`src/hw/rtcsi_pkg.sv`:
```
// rtcsi package: register map, field positions, reset values and shared types
`default_nettype none
package rtcsi_pkg;
	// ----------------------------------------------------------------
	// register offsets
	// ----------------------------------------------------------------
	localparam logic [7:0] REG_SECONDS = 8'h00;
	localparam logic [7:0] REG_MINUTES = 8'h01;
	localparam logic [7:0] REG_HOURS = 8'h02;
	localparam logic [7:0] REG_DATE = 8'h03;
	localparam logic [7:0] REG_MONTH = 8'h04;
	localparam logic [7:0] REG_YEAR = 8'h05;
	localparam logic [7:0] REG_WEEKDAY = 8'h06;
	localparam logic [7:0] REG_STATUS = 8'h07;
	localparam logic [7:0] REG_CONTROL = 8'h08;
	localparam logic [7:0] REG_MAIN_TRIP = 8'h09;
	localparam logic [7:0] REG_BAT_TRIP = 8'h0a;
	localparam logic [7:0] REG_TRIM = 8'h0b;
	// ----------------------------------------------------------------
	// field positions
	// ----------------------------------------------------------------
	localparam int HOUR_FORMAT_BIT = 7;
	localparam int PM_BIT = 5;
	localparam int CTL_AUTO_CLEAR = 7;
	localparam int CTL_WRITE_EN = 6;
	localparam int CTL_PULSE_SEL = 5;
	localparam int CTL_PIN_OFF = 4;
	localparam int ST_SUMMER = 5;
	// ----------------------------------------------------------------
	// reset values
	// ----------------------------------------------------------------
	localparam logic [7:0] STATUS_RESET = 8'h01;
	localparam logic [7:0] CONTROL_RESET = 8'h01;
	localparam logic [7:0] TRIP_RESET = 8'h00;
	localparam logic [7:0] TRIM_PRESET = 8'h5a; // arbitrary preset trim value
	localparam logic [7:0] SECONDS_RESET = 8'h00;
	localparam logic [7:0] HOURS_RESET = 8'h12;
	localparam logic [7:0] DATE_RESET = 8'h01;
	localparam logic [7:0] YEAR_RESET = 8'h00;
	localparam logic [2:0] WEEKDAY_RESET = 3'h0;
	// ----------------------------------------------------------------
	// timing
	// ----------------------------------------------------------------
	localparam int CLOCK_HZ = 50_000_000;
	localparam int ALARM_PULSE_MS = 250;
	localparam int ALARM_PULSE_CYCLES = ALARM_PULSE_MS * (CLOCK_HZ / 1000);
	localparam int PULSE_W = 24;
	localparam int PRESCALE_W = 20;
	localparam logic [14:0] SECOND_WRAP = 15'h7fff;
	// ----------------------------------------------------------------
	// types
	// ----------------------------------------------------------------
	typedef struct packed {
		logic busy;
		logic osc_stop;
		logic summer_applied;
		logic alarm;
		logic main_low;
		logic bat_first;
		logic bat_second;
		logic power_loss;
	} rtcsi_status_s;
	typedef enum logic [1:0] {PIN_RELEASED, PIN_FREQ, PIN_PULSE, PIN_LEVEL} rtcsi_pin_mode_e;
endpackage
`default_nettype wire

```
`src/hw/rtcsi_core.sv`:
```
// rtcsi core: clock/calendar counters, status flags and alarm/clock pin control
`default_nettype none
// How it works
// time fields held in bcd, fixed ranges
// weekday three bits, counts 0..6, wraps
// hour format bit picks 24 or 12h
// february 29 when year divisible by four
// busy flag blocks trim register access
// oscillator stop raises sticky flag
// forward event sets, reverse clears summer flag
// host may set summer flag; enables early
// summer flag cleared at reset, when disabled
// alarm match sets flag; writes only clear
// match during status read survives auto clear
// main supply low flag, trip select register
// two battery low flags, own selects
// power loss flag set at power-up
// first time write clears power loss
// auto clear after status read and stop
// time writes need write enable; stop restarts
// one second tick restarts at stop
// pulse or level alarm on pin
// pulse select means recurring events
// pin released on battery when selected
// four-bit code selects output frequency
// bcd counters carry into next field
module rtcsi_core
	import rtcsi_pkg::*;
#(
	parameter int PULSE_CYCLES = ALARM_PULSE_CYCLES
)(
	input wire logic clock,
	input wire logic reset,
	input wire logic clk_en,
	input wire logic [7:0] reg_addr,
	input wire logic [7:0] reg_wdata,
	input wire logic reg_write,
	input wire logic reg_read,
	input wire logic bus_stop,
	output logic [7:0] rd_data,
	input wire logic osc_clock_level,
	input wire logic osc_running,
	input wire logic temp_busy,
	input wire logic on_battery,
	input wire logic main_supply_below,
	input wire logic battery_below_first,
	input wire logic battery_below_second,
	input wire logic alarm_match,
	input wire logic summer_fwd_event,
	input wire logic summer_rev_event,
	input wire logic summer_time_enable,
	output logic [2:0] main_trip_select,
	output logic [2:0] battery_trip_first,
	output logic [2:0] battery_trip_second,
	output logic alarm_clock_pin_o,
	output logic alarm_clock_pin_oe
);
	// ----------------------------------------------------------------
	// helper functions
	// ----------------------------------------------------------------
	// bcd increment of one byte
	function automatic logic [7:0] bcd_next(input logic [7:0] v);
		logic [7:0] r;
		r = 8'h00;
		if (v[3:0] == 4'h9)
			r = {v[7:4] + 4'h1, 4'h0};
		else
			r = {v[7:4], v[3:0] + 4'h1};
		return r;
	endfunction
	// leap test on two bcd digits, no century exception
	function automatic logic is_leap(input logic [7:0] y);
		logic odd;
		odd = y[4];
		return odd ? (y[3:0] == 4'h2 || y[3:0] == 4'h6)
			: (y[3:0] == 4'h0 || y[3:0] == 4'h4 || y[3:0] == 4'h8);
	endfunction
	// last date of a month
	function automatic logic [7:0] month_last(input logic [7:0] m, input logic [7:0] y);
		logic [7:0] d;
		d = 8'h31;
		case (m)
			8'h02: d = is_leap(y) ? 8'h29 : 8'h28;
			8'h04, 8'h06, 8'h09, 8'h11: d = 8'h30;
			default: d = 8'h31;
		endcase
		return d;
	endfunction
	// hour step, top bit is the day carry
	function automatic logic [8:0] hour_step(input logic [7:0] h);
		logic [8:0] r;
		logic [7:0] low;
		logic [7:0] inc24; // next hour, 24 hour form
		logic [7:0] inc12; // next hour, 12 hour form
		r = {1'b0, h};
		low = {3'b000, h[4:0]};
		inc24 = bcd_next({2'b00, h[5:0]});
		inc12 = bcd_next(low);
		if (h[HOUR_FORMAT_BIT])
		begin
			// 24 hour form
			if (h[5:0] == 6'h23)
				r = {1'b1, 8'h80};
			else
				r = {1'b0, 2'b10, inc24[5:0]};
		end
		else if (low == 8'h12)
			r = {1'b0, 2'b00, h[PM_BIT], 5'h01};
		else if (low == 8'h11)
			r = {h[PM_BIT], 2'b00, ~h[PM_BIT], 5'h12};
		else
			r = {1'b0, 2'b00, h[PM_BIT], inc12[4:0]};
		return r;
	endfunction
	// prescaler tap for a frequency code
	function automatic logic [4:0] freq_tap(input logic [3:0] code);
		logic [4:0] t;
		t = {1'b0, code} + 5'h04;
		if (code == 4'h2)
			t = 5'h02;
		else if (code == 4'h3)
			t = 5'h04;
		return t;
	endfunction
	// ----------------------------------------------------------------
	// state
	// ----------------------------------------------------------------
	logic [7:0] seconds_counter_ff; // bcd seconds
	logic [7:0] minutes_counter_ff; // bcd minutes
	logic [7:0] hours_counter_ff; // format bit, pm, bcd hours
	logic [7:0] day_of_month_counter_ff; // bcd date
	logic [7:0] calendar_period_counter_ff; // bcd month
	logic [7:0] annual_counter_ff; // bcd year
	logic [2:0] weekday_counter_ff; // weekday
	rtcsi_status_s status_byte_ff; // status flags
	logic [7:0] control_ff; // control register
	logic [2:0] main_trip_ff; // main trip select
	logic [5:0] bat_trip_ff; // battery trip selects
	logic [7:0] rd_data_ff; // read data
	logic osc_prev_ff; // oscillator level last cycle
	logic [PRESCALE_W-1:0] prescale_ff; // oscillator divider
	logic hold_ff; // time write pending
	logic read_pending_ff; // status read pending
	logic [3:0] read_snap_ff; // flags seen by the read
	logic [PULSE_W-1:0] pulse_cnt_ff; // alarm pulse length
	logic pin_oe_ff; // pin pull-down
	logic osc_rise; // oscillator edge
	logic sec_tick; // one second
	logic time_write; // accepted time write
	logic status_write; // status write
	logic stop_clear; // auto clear moment
	logic freq_level; // output wave
	rtcsi_pin_mode_e pin_mode; // pin source
	logic nxt_pin_oe; // next pin state
	logic [8:0] hour_nxt; // hour step result
	logic [3:0] flag_set; // alarm, main, bat1, bat2 sets
	logic [3:0] flag_now; // current values of those
	logic [3:0] flag_clr; // clears of those

	assign osc_rise = osc_clock_level & ~osc_prev_ff;
	assign sec_tick = osc_rise & ~hold_ff & (prescale_ff[14:0] == SECOND_WRAP);
	assign time_write = reg_write & control_ff[CTL_WRITE_EN] & (reg_addr <= REG_WEEKDAY);
	assign status_write = reg_write & (reg_addr == REG_STATUS);
	assign stop_clear = bus_stop & read_pending_ff & control_ff[CTL_AUTO_CLEAR];
	assign hour_nxt = hour_step(hours_counter_ff);
	assign flag_set = {alarm_match, main_supply_below, battery_below_first, battery_below_second};
	assign flag_now = {status_byte_ff.alarm, status_byte_ff.main_low,
		status_byte_ff.bat_first, status_byte_ff.bat_second};
	assign rd_data = rd_data_ff;
	assign main_trip_select = main_trip_ff;
	assign battery_trip_first = bat_trip_ff[5:3];
	assign battery_trip_second = bat_trip_ff[2:0];
	assign alarm_clock_pin_o = 1'b0;
	assign alarm_clock_pin_oe = pin_oe_ff;

	// ----------------------------------------------------------------
	// oscillator divider and write hold
	// ----------------------------------------------------------------
	// divider counts oscillator edges, frozen during a time write
	always_ff @(posedge clock)
	begin
		if (reset)
		begin
			osc_prev_ff <= 1'b0;
			prescale_ff <= '0;
			hold_ff <= 1'b0;
		end
		else if (clk_en)
		begin
			osc_prev_ff <= osc_clock_level;
			if (time_write)
				hold_ff <= 1'b1;
			else if (bus_stop && hold_ff)
			begin
				hold_ff <= 1'b0;
				prescale_ff <= '0;
			end
			else if (osc_rise && !hold_ff)
				prescale_ff <= prescale_ff + 1'b1;
		end
	end

	// ----------------------------------------------------------------
	// time and calendar
	// ----------------------------------------------------------------
	// write wins over the tick; tick carries through the fields
	always_ff @(posedge clock)
	begin
		if (reset)
		begin
			seconds_counter_ff <= SECONDS_RESET;
			minutes_counter_ff <= SECONDS_RESET;
			hours_counter_ff <= HOURS_RESET;
			day_of_month_counter_ff <= DATE_RESET;
			calendar_period_counter_ff <= DATE_RESET;
			annual_counter_ff <= YEAR_RESET;
			weekday_counter_ff <= WEEKDAY_RESET;
		end
		else if (clk_en)
		begin
			if (time_write)
			begin
				// bcd fields masked to their widths
				case (reg_addr)
					REG_SECONDS: seconds_counter_ff <= reg_wdata & 8'h7f;
					REG_MINUTES: minutes_counter_ff <= reg_wdata & 8'h7f;
					REG_HOURS: hours_counter_ff <= reg_wdata & 8'hbf;
					REG_DATE: day_of_month_counter_ff <= reg_wdata & 8'h3f;
					REG_MONTH: calendar_period_counter_ff <= reg_wdata & 8'h1f;
					REG_YEAR: annual_counter_ff <= reg_wdata;
					default: weekday_counter_ff <= reg_wdata[2:0];
				endcase
			end
			else if (sec_tick)
			begin
				seconds_counter_ff <= bcd_next(seconds_counter_ff);
				if (seconds_counter_ff == 8'h59)
				begin
					seconds_counter_ff <= 8'h00;
					minutes_counter_ff <= bcd_next(minutes_counter_ff);
					if (minutes_counter_ff == 8'h59)
					begin
						minutes_counter_ff <= 8'h00;
						hours_counter_ff <= hour_nxt[7:0];
						if (hour_nxt[8])
						begin
							// new day
							weekday_counter_ff <= (weekday_counter_ff == 3'h6) ? 3'h0
								: weekday_counter_ff + 3'h1;
							day_of_month_counter_ff <= bcd_next(day_of_month_counter_ff);
							if (day_of_month_counter_ff == month_last(calendar_period_counter_ff,
								annual_counter_ff))
							begin
								day_of_month_counter_ff <= 8'h01;
								calendar_period_counter_ff <= bcd_next(calendar_period_counter_ff);
								if (calendar_period_counter_ff == 8'h12)
								begin
									calendar_period_counter_ff <= 8'h01;
									annual_counter_ff <= (annual_counter_ff == 8'h99) ? 8'h00
										: bcd_next(annual_counter_ff);
								end
							end
						end
					end
				end
			end
		end
	end

	// ----------------------------------------------------------------
	// status flags
	// ----------------------------------------------------------------
	// clears from a status write or an auto clear at stop
	always_comb
	begin
		flag_clr = 4'h0;
		if (status_write)
			flag_clr = ~{reg_wdata[4], reg_wdata[3], reg_wdata[2], reg_wdata[1]};
		if (stop_clear)
			flag_clr = flag_clr | read_snap_ff;
	end

	// set wins over every clear, except the summer flag, where a reverse event or disable beats a forward event
	always_ff @(posedge clock)
	begin
		if (reset)
			status_byte_ff <= STATUS_RESET;
		else if (clk_en)
		begin
			status_byte_ff.busy <= temp_busy;
			status_byte_ff.osc_stop <= ~osc_running
				| (status_byte_ff.osc_stop & ~(status_write & ~reg_wdata[6]));
			{status_byte_ff.alarm, status_byte_ff.main_low, status_byte_ff.bat_first,
				status_byte_ff.bat_second} <= (flag_now & ~flag_clr) | flag_set;
			if (!summer_time_enable || summer_rev_event)
				status_byte_ff.summer_applied <= 1'b0;
			else if (summer_fwd_event)
				status_byte_ff.summer_applied <= 1'b1;
			else if (status_write)
				status_byte_ff.summer_applied <= reg_wdata[ST_SUMMER];
			if (time_write)
				status_byte_ff.power_loss <= 1'b0;
		end
	end

	// snapshot of flags read; a new set during the read protects its bit
	always_ff @(posedge clock)
	begin
		if (reset)
		begin
			read_pending_ff <= 1'b0;
			read_snap_ff <= 4'h0;
		end
		else if (clk_en)
		begin
			if (bus_stop)
			begin
				read_pending_ff <= 1'b0;
				read_snap_ff <= 4'h0;
			end
			else if (reg_read && reg_addr == REG_STATUS)
			begin
				read_pending_ff <= 1'b1;
				read_snap_ff <= flag_now & ~flag_set;
			end
			else
				read_snap_ff <= read_snap_ff & ~flag_set;
		end
	end

	// ----------------------------------------------------------------
	// control and trip registers
	// ----------------------------------------------------------------
	// plain storage, trip selects drive the monitors
	always_ff @(posedge clock)
	begin
		if (reset)
		begin
			control_ff <= CONTROL_RESET;
			main_trip_ff <= TRIP_RESET[2:0];
			bat_trip_ff <= TRIP_RESET[5:0];
		end
		else if (clk_en && reg_write)
		begin
			if (reg_addr == REG_CONTROL)
				control_ff <= reg_wdata;
			else if (reg_addr == REG_MAIN_TRIP)
				main_trip_ff <= reg_wdata[2:0];
			else if (reg_addr == REG_BAT_TRIP)
				bat_trip_ff <= reg_wdata[5:0];
		end
	end

	// ----------------------------------------------------------------
	// read path
	// ----------------------------------------------------------------
	// data registered on the read strobe
	always_ff @(posedge clock)
	begin
		if (reset)
			rd_data_ff <= 8'h00;
		else if (clk_en && reg_read)
		begin
			case (reg_addr)
				REG_SECONDS: rd_data_ff <= seconds_counter_ff;
				REG_MINUTES: rd_data_ff <= minutes_counter_ff;
				REG_HOURS: rd_data_ff <= hours_counter_ff;
				REG_DATE: rd_data_ff <= day_of_month_counter_ff;
				REG_MONTH: rd_data_ff <= calendar_period_counter_ff;
				REG_YEAR: rd_data_ff <= annual_counter_ff;
				REG_WEEKDAY: rd_data_ff <= {5'h00, weekday_counter_ff};
				REG_STATUS: rd_data_ff <= status_byte_ff;
				REG_CONTROL: rd_data_ff <= control_ff;
				REG_MAIN_TRIP: rd_data_ff <= {5'h00, main_trip_ff};
				REG_BAT_TRIP: rd_data_ff <= {2'b00, bat_trip_ff};
				REG_TRIM: rd_data_ff <= status_byte_ff.busy ? 8'h00 : TRIM_PRESET;
				default: rd_data_ff <= 8'h00;
			endcase
		end
	end

	// ----------------------------------------------------------------
	// alarm / clock pin
	// ----------------------------------------------------------------
	// each match restarts the pulse in pulse mode
	always_ff @(posedge clock)
	begin
		if (reset)
			pulse_cnt_ff <= '0;
		else if (clk_en)
		begin
			if (alarm_match && control_ff[CTL_PULSE_SEL])
				pulse_cnt_ff <= PULSE_W'(PULSE_CYCLES);
			else if (pulse_cnt_ff != '0)
				pulse_cnt_ff <= pulse_cnt_ff - 1'b1;
		end
	end

	// pick the pin source; frequency overrides the alarm
	always_comb
	begin
		freq_level = (control_ff[3:0] == 4'h1) ? osc_clock_level
			: prescale_ff[freq_tap(control_ff[3:0])];
		if (control_ff[CTL_PIN_OFF] && on_battery)
			pin_mode = PIN_RELEASED;
		else if (control_ff[3:0] != 4'h0)
			pin_mode = PIN_FREQ;
		else if (control_ff[CTL_PULSE_SEL])
			pin_mode = PIN_PULSE;
		else
			pin_mode = PIN_LEVEL;
		case (pin_mode)
			PIN_FREQ: nxt_pin_oe = ~freq_level;
			PIN_PULSE: nxt_pin_oe = (pulse_cnt_ff != '0);
			PIN_LEVEL: nxt_pin_oe = status_byte_ff.alarm;
			default: nxt_pin_oe = 1'b0;
		endcase
	end

	// registered pull-down
	always_ff @(posedge clock)
	begin
		if (reset)
			pin_oe_ff <= 1'b0;
		else if (clk_en)
			pin_oe_ff <= nxt_pin_oe;
	end

	// ----------------------------------------------------------------
	// checks
	// ----------------------------------------------------------------
	a_weekday_range: assert property (@(posedge clock) disable iff (reset)
		weekday_counter_ff <= 3'h6) else $error("weekday out of range");
	a_seconds_range: assert property (@(posedge clock) disable iff (reset)
		seconds_counter_ff[7:4] <= 4'h5 && seconds_counter_ff[3:0] <= 4'h9)
		else $error("seconds out of range");
	a_trim_blocked: assert property (@(posedge clock) disable iff (reset)
		clk_en && reg_read && reg_addr == REG_TRIM && status_byte_ff.busy |=> rd_data_ff == 8'h00)
		else $error("trim readable while busy");
	a_osc_flag: assert property (@(posedge clock) disable iff (reset)
		clk_en && !osc_running |=> status_byte_ff.osc_stop) else $error("osc stop missed");
	a_summer_off: assert property (@(posedge clock) disable iff (reset)
		clk_en && !summer_time_enable |=> !status_byte_ff.summer_applied)
		else $error("summer flag kept while disabled");
	a_alarm_noset: assert property (@(posedge clock) disable iff (reset)
		clk_en && status_write && !status_byte_ff.alarm && !alarm_match |=> !status_byte_ff.alarm)
		else $error("write set alarm flag");
	a_loss_clear: assert property (@(posedge clock) disable iff (reset)
		clk_en && time_write |=> !status_byte_ff.power_loss) else $error("power loss not cleared");
	a_tick_restart: assert property (@(posedge clock) disable iff (reset)
		clk_en && bus_stop && hold_ff && !time_write |=> prescale_ff == '0 && !hold_ff)
		else $error("tick not restarted");
	a_backup_off: assert property (@(posedge clock) disable iff (reset)
		clk_en && on_battery && control_ff[CTL_PIN_OFF] |=> !pin_oe_ff)
		else $error("pin active on battery");
	a_alarm_level: assert property (@(posedge clock) disable iff (reset)
		clk_en && pin_mode == PIN_LEVEL && status_byte_ff.alarm |=> pin_oe_ff)
		else $error("level alarm not driven");
endmodule
`default_nettype wire

```
`config.mk`:
```
export PLATFORM = sky130hd
export DESIGN_NAME = rtcsi_core
export DESIGN_NICKNAME = d
export VERILOG_FILES = /design/src/hw/rtcsi_pkg.sv /design/src/hw/rtcsi_core.sv
export SDC_FILE = /design/constraint.sdc
export NUM_CORES = 1
export LEC_CHECK = 0
export BUFFER_PORTS_ARGS = -buffer_cell sky130_fd_sc_hd__buf_2
export CAP_MARGIN = 40
export CORE_MARGIN = 1.5
export CORE_UTILIZATION = 50
export CTS_BUF_LIST = sky130_fd_sc_hd__clkbuf_4 sky130_fd_sc_hd__clkbuf_8 sky130_fd_sc_hd__clkbuf_16
export DETAILED_ROUTE_END_ITERATION = 6
export PLACE_DENSITY_LB_ADDON = 0.2
export SYNTH_ARGS = -nofsm -noshare
export SYNTH_HDL_FRONTEND = slang
export SYNTH_SLANG_ARGS = --single-unit
export TNS_END_PERCENT = 100
```
`constraint.sdc`:
```
create_clock -name clock -period 3.2 [get_ports clock]
set_input_delay 0.32 -clock clock [delete_from_list [all_inputs] [get_ports clock]]
set_output_delay 0.32 -clock clock [all_outputs]
set_load 0.02 [all_outputs]
```
Word-level counts from Yosys, hierarchy flattened. Cells that the tools add are included.

Output and inout port bits: 19. Memory bits (writable): 0. Logic and storage cells: 284. Latch bits: 0. Register bits: 136. Input bits: 33. Memories kept: 0. ROM bits: 0.

Bitwise gates (word level): 29. Mux-type cells: 92. Shift operators: 0. Multiply operators: 0. Equal/unequal tests: 51. Reduce and logical (&&, ||, !) cells: 60. Order comparisons: 2. Divide/modulo/power cells: 0. Add/subtract/negate cells: 17.

Operators by type and width (count): $mux 8 (50); $pmux 8 s12 (1); $eq 8x3->1 const B (6); $mux 24 (2); $add 4x1->4 const B (11); $eq 8x4->1 const B (5); $mux 20 (2); $mux 9 (4); $eq 4x4->1 const B (7); $eq 8x2->1 const B (3); $reduce_and 8->1 (3); $reduce_bool 24->1 (1); $sub 24x1->24 const B (1); $mux 3 (7); $reduce_and 7->1 (3); $reduce_bool 3->1 (7); $add 20x1->20 const B (1); $reduce_bool 2->1 (10); $eq 8x5->1 const B (2); $eq 8x7->1 const B (2); $mux 4 (4); $eq 15x15->1 const B (1); $mux 5 (3); $and 4x4->4 (3); 48 further kinds (112).

Depth between registers and ports, before layout.
Depth after elaboration: 20. Mapped depth: 11. Mapped depth without buffers: 9.

Worst setup path before layout. Ideal clock, no wire load.

Kind: input port to flip-flop. From: in reg_addr[5]. To: reg hours_counter_ff[0]. Required time: 3126 ps. Cell stages on the path: 10. Data arrival time: 2674 ps. Setup time: 74 ps. Buffers on the path: 3. Setup slack: 451 ps. Cell sequence: or4_4 -> buf_6 -> or4_4 -> buf_6 -> and2_4 -> buf_6 -> nor3b_4 -> inv_2 -> or3_1 -> a31oi_1.

Cells in the longest elaborated chain, start to end: 4. Elaborated cells on any way between the ends: 9. Classes of those cells: order compare (1); eq/ne (2); mux (1); bitwise (1); reduce/logical (4).

RTL lines: start, declared (line rtcsi_core.sv:35) `input wire logic [7:0] reg_addr,`; $le 8x3->1 (line rtcsi_core.sv:162) `assign time_write = reg_write & control_ff[CTL_WRITE_EN] & (reg_addr <= REG_WEEKDAY);`; $and 1x1->1 (line rtcsi_core.sv:162); $ne 2x1->1 (no source line) / $reduce_bool 2->1 (equally long branches); $reduce_and 5->1 (no source line); end signal, assigned (line rtcsi_core.sv:227) `REG_HOURS: hours_counter_ff <= reg_wdata & 8'hbf;`; end signal, assigned (line rtcsi_core.sv:244) `hours_counter_ff <= hour_nxt[7:0];`; end, declared (line rtcsi_core.sv:130) `logic [7:0] hours_counter_ff;`.

Parallel ways exist; a longest one is shown, timed or not. A chain may end at the register's enable or synchronous reset.

Worst setup path after layout.
From: reg hours_counter_ff[4]. To: reg annual_counter_ff[1].

Cells in the longest elaborated chain, start to end: 6. Elaborated cells on any way between the ends: 9. Classes of those cells: eq/ne (3); mux (4); reduce/logical (2).

RTL lines: $eq 5x5->1 (line rtcsi_core.sv:109) `else if (low == 8'h11)`; $mux 9 (line rtcsi_core.sv:109); $mux 9 (line rtcsi_core.sv:107) `else if (low == 8'h12)`; $mux 9 (*) (line rtcsi_core.sv:99) `if (h[HOUR_FORMAT_BIT])`; $reduce_bool 2->1 (no source line) (*); $reduce_and 8->1 (no source line) (*); end signal, assigned (line rtcsi_core.sv:230) `REG_YEAR: annual_counter_ff <= reg_wdata;`; end signal, assigned (line rtcsi_core.sv:259) `annual_counter_ff <= (annual_counter_ff == 8'h99) ? 8'h00`; end, declared (line rtcsi_core.sv:133) `logic [7:0] annual_counter_ff;`.

Mark *: on every way between the ends. The rest lies on a longest branch, timed or not. The select of a mux whose other input is x is not followed.

==> flow_metrics.py <==
metrics = {
    "status": {
        "outcome": "complete, but fails checks",
        "violations": "DRC",
    },
    "sta": {
        "slew_headroom": 0.425,
        "maxSlewViolCount": 0,
        "setup_violations": 0,
        "fin_crit_ps": 2850,
        "fin_worst_skew_ps": 13.2,
        "fin_tns_setup_ps": 0,
        "rsz0062_at_grt": "false",
        "hold_ws_ps": 158,
        "fin_crit_sh": 0.889,
        "max_freq_mhz": 351,
        "hold_viol": 0,
        "tightest_slew_ps": 851,
    },
    "die": {
        "die_x_um": 130,
        "core_mm2": 0.0158,
        "dieArea_mm2": 0.0168,
        "start_util": 0.508,
        "rows": 46,
        "die_h_um": 130,
        "io_pins": 52,
    },
    "critical_path": {
        "cp_max_fo": 6,
        "worstPathArrival_ps": 3140,
        "end_kind": "flop",
        "path_class": "reg -> reg",
        "cp_top_family": "compound AO/OA/AOI/OAI gates",
        "slowest_stage": "nor4b_1",
        "cp_cell_sequence": "nor4b_1, nand3_1, a211o_1, a21oi_2, buf_4, o211a_1, o21ai_0, mux2i_1",
        "cp-start-kind": "flop",
        "critical_path_buf_inv_count": 1,
        "crit_path_max_incr_delay_ps": 560,
        "worst_ep_required_time_ps": 3500,
    },
    "synthesis": {
        "synthArstFlopShare": 0,
        "ys_seq_elements": 135,
        "synth_warnings": 0,
        "yosys_most_used_dff": "dfxtp_1",
        "synth-edff-count": 0,
        "syn_nets": 1085,
        "seq_area_frac_synth": 0.337,
        "syn_inst": 1033,
        "ys_types": 79,
        "avgSynthCellArea_um2": 7.76,
        "synth_area_mm2": 0.00801,
    },
    "power": {
        "irDropWorstVdd_uv": 447,
        "powerDensity_mw_per_mm2": 557,
        "leakage_nw": 3.42,
    },
    "route": {
        "via_per_inst": 6.17,
        "wirelength_mm": 24.7,
        "antenna_left": 0,
        "drcViolationCount": 1,
        "num_vias": 8045,
        "drtIter0Drc": 1045,
        "firstDrtPassIters": 7,
        "wl_per_cell_um": 18.9,
    },
    "clock_tree": {
        "root_buffer": "clkbuf_16",
        "cts_setup_buffers": 0,
        "cts_inserted_buffers": 17,
        "cts_tree": "done",
        "clkLatencyLatePin_ps": 440,
        "cts_max_level": 4,
        "cts_sinks": 135,
        "clkSlewWorstSetupHoldPaths_ps": 70,
        "clk_path_buf_depth": 2,
    },
    "finish": {
        "num_antenna_cells": 0,
        "ff_latch_area_mm2": 0.00270,
        "final_common_cell": "dfxtp_1",
        "multi_input_area_mm2": 0.00493,
        "postLayoutCellArea_mm2": 0.00916,
        "fillCellCount": 1517,
        "mostFrequentLayoutCells": "135 x dfxtp_1, 118 x nand2_1, 113 x nor2_1",
        "area_growth_pct": 14.3,
        "nets": 1127,
        "drive_above_1_share": 0.132,
    },
    "global_routing": {
        "grt_overflow": 0,
        "grtUsageTotal": 0.301,
        "grt_max_degree": 53,
        "grt_pass1_wl_mm": 39.4,
        "first_global_vias": 7364,
        "antenna_found_initial": 0,
    },
    "placement": {
        "dp_hpwl_mm": 17.3,
        "place_area_mm2": 0.00853,
        "port_buffers": 50,
        "routabilityCongestion": 0.933,
    },
    "flow_run": {
        "maxCapViolCount": 0,
    },
    "hold_path": {
        "hp-class": "in -> reg",
    },
}
sequential cells by signal, indices dropped and copies added, names as in the netlist:
register                    flops
pulse_cnt_ff                   24
flag_now                        4
bat_trip_ff                     6
prescale_ff                    20
osc_prev_ff                     1
hold_ff                         1
seconds_counter_ff              8
read_pending_ff                 1
calendar_period_counter_ff      8
day_of_month_counter_ff         8
rd_data                         8
weekday_counter_ff              3
hours_counter_ff                7
minutes_counter_ff              8
main_trip_select                3
alarm_clock_pin_oe              1
annual_counter_ff               8
read_snap_ff                    4
control_ff                      8
status_byte_ff                  4
where the power goes:
group | internal (W) | leakage, nW | switching [W]
registers | 0.00184 | 1.09 | 0.000136
logic | 0.000463 | 2.03 | 0.000588
clock network | 0.00125 | 0.296 | 0.000821
total | 0.00356 | 3.42 | 0.00154
cell usage after synthesis (5+ instances only):
master    count  share of area
dfxtp_1     135           0.34
nand2_1     118          0.055
nor2_1      113          0.053
a21oi_1      78          0.049
o21ai_0      74          0.046
clkbuf_1     42          0.020
mux2i_1      42          0.052
nand3_1      39          0.024
inv_1        37          0.017
nor3_1       32          0.020
xnor2_1      20          0.022
ha_1         19          0.030
a22oi_1      18          0.017
xor2_1       18          0.020
nand2b_1     15          0.012
a221oi_1     14          0.015
a31oi_1      13          0.010
nand4_1      12         0.0094
nor4_1       12         0.0094
a211oi_1     10         0.0094
or3_1        10         0.0078
and3_1        9         0.0070
or4_1         9         0.0084
buf_1         7         0.0033
nand3b_1      7         0.0066
o211ai_1      7         0.0066
o22ai_1       6         0.0047
o31ai_1       6         0.0056
and2_1        5         0.0039
buf_2         5         0.0031
mux2_2        5         0.0070
nor2b_1       5         0.0039
nor3b_1       5         0.0047
nor4b_1       5         0.0055
routing by layer:
layer	GRT usage	share of wire	vias up	wire, um
li1	-	-	3835	-
met1	0.409	0.44	3796	10800
met2	0.473	0.45	364	11100
met3	0.0607	0.083	50	2040
met4	0.115	0.028	0	680
met5	0	0	-	0
cell type report:
type / instances / area share
multi-input combinational: 801 / 0.538
sequential: 135 / 0.295
timing repair buffer: 81 / 0.0541
clock buffer: 19 / 0.0481
tap: 216 / 0.0295
clock inverter: 13 / 0.0187
inverter: 39 / 0.0160
worst register-to-register path, stage by stage, from the launching register on:
cell and delay (ps):
dfxtp_1 510, nor4b_1 560, nand3_1 170, a211o_1 380, a21oi_2 280, buf_4 210
o211a_1 230, o21ai_0 210, mux2i_1 170
path summary, 6_finish.rpt:
check / from / to / slack, ps / depth (start not counted)
max: hours_counter_ff[4] / annual_counter_ff[1] / 350 / 8
min: reset / bat_trip_ff[1] / 160 / 2
max reg2reg: hours_counter_ff[4] / annual_counter_ff[1] / 350 / 8
min reg2reg: rd_data[2] / rd_data[2] / 450 / 2
cell families after synthesis:
family                     synth area share
and+or+nand+nor                       0.257
AOI/OAI and AO/OA                     0.222
DFF                                   0.337
buffers and inverters                0.0495
muxes                                0.0623
xor gates and xnor gates             0.0415
adders and majority gates            0.0297
other                              0.000468
metrics by stage:
stage	setup slack [ps]	power, W	std cells	utilization
3_5_place_dp	127	0.00305	1271	0.541
2_1_floorplan	451	0.00279	1033	-
5_1_grt	44.4	0.00535	1304	0.581
6_report	355	0.00510	1304	0.581
4_1_cts	109	0.00511	1303	0.580
3_3_place_gp	230	0.00303	1271	0.541
timing repair:
| item | CTS | global route |
|---|---|---|
| hold buffers | 0 | 0 |
| endpoints found under the setup margin | 0 | 7 |
| resized for setup | 0 | 2 |
(Power assumes the default switching activity.)
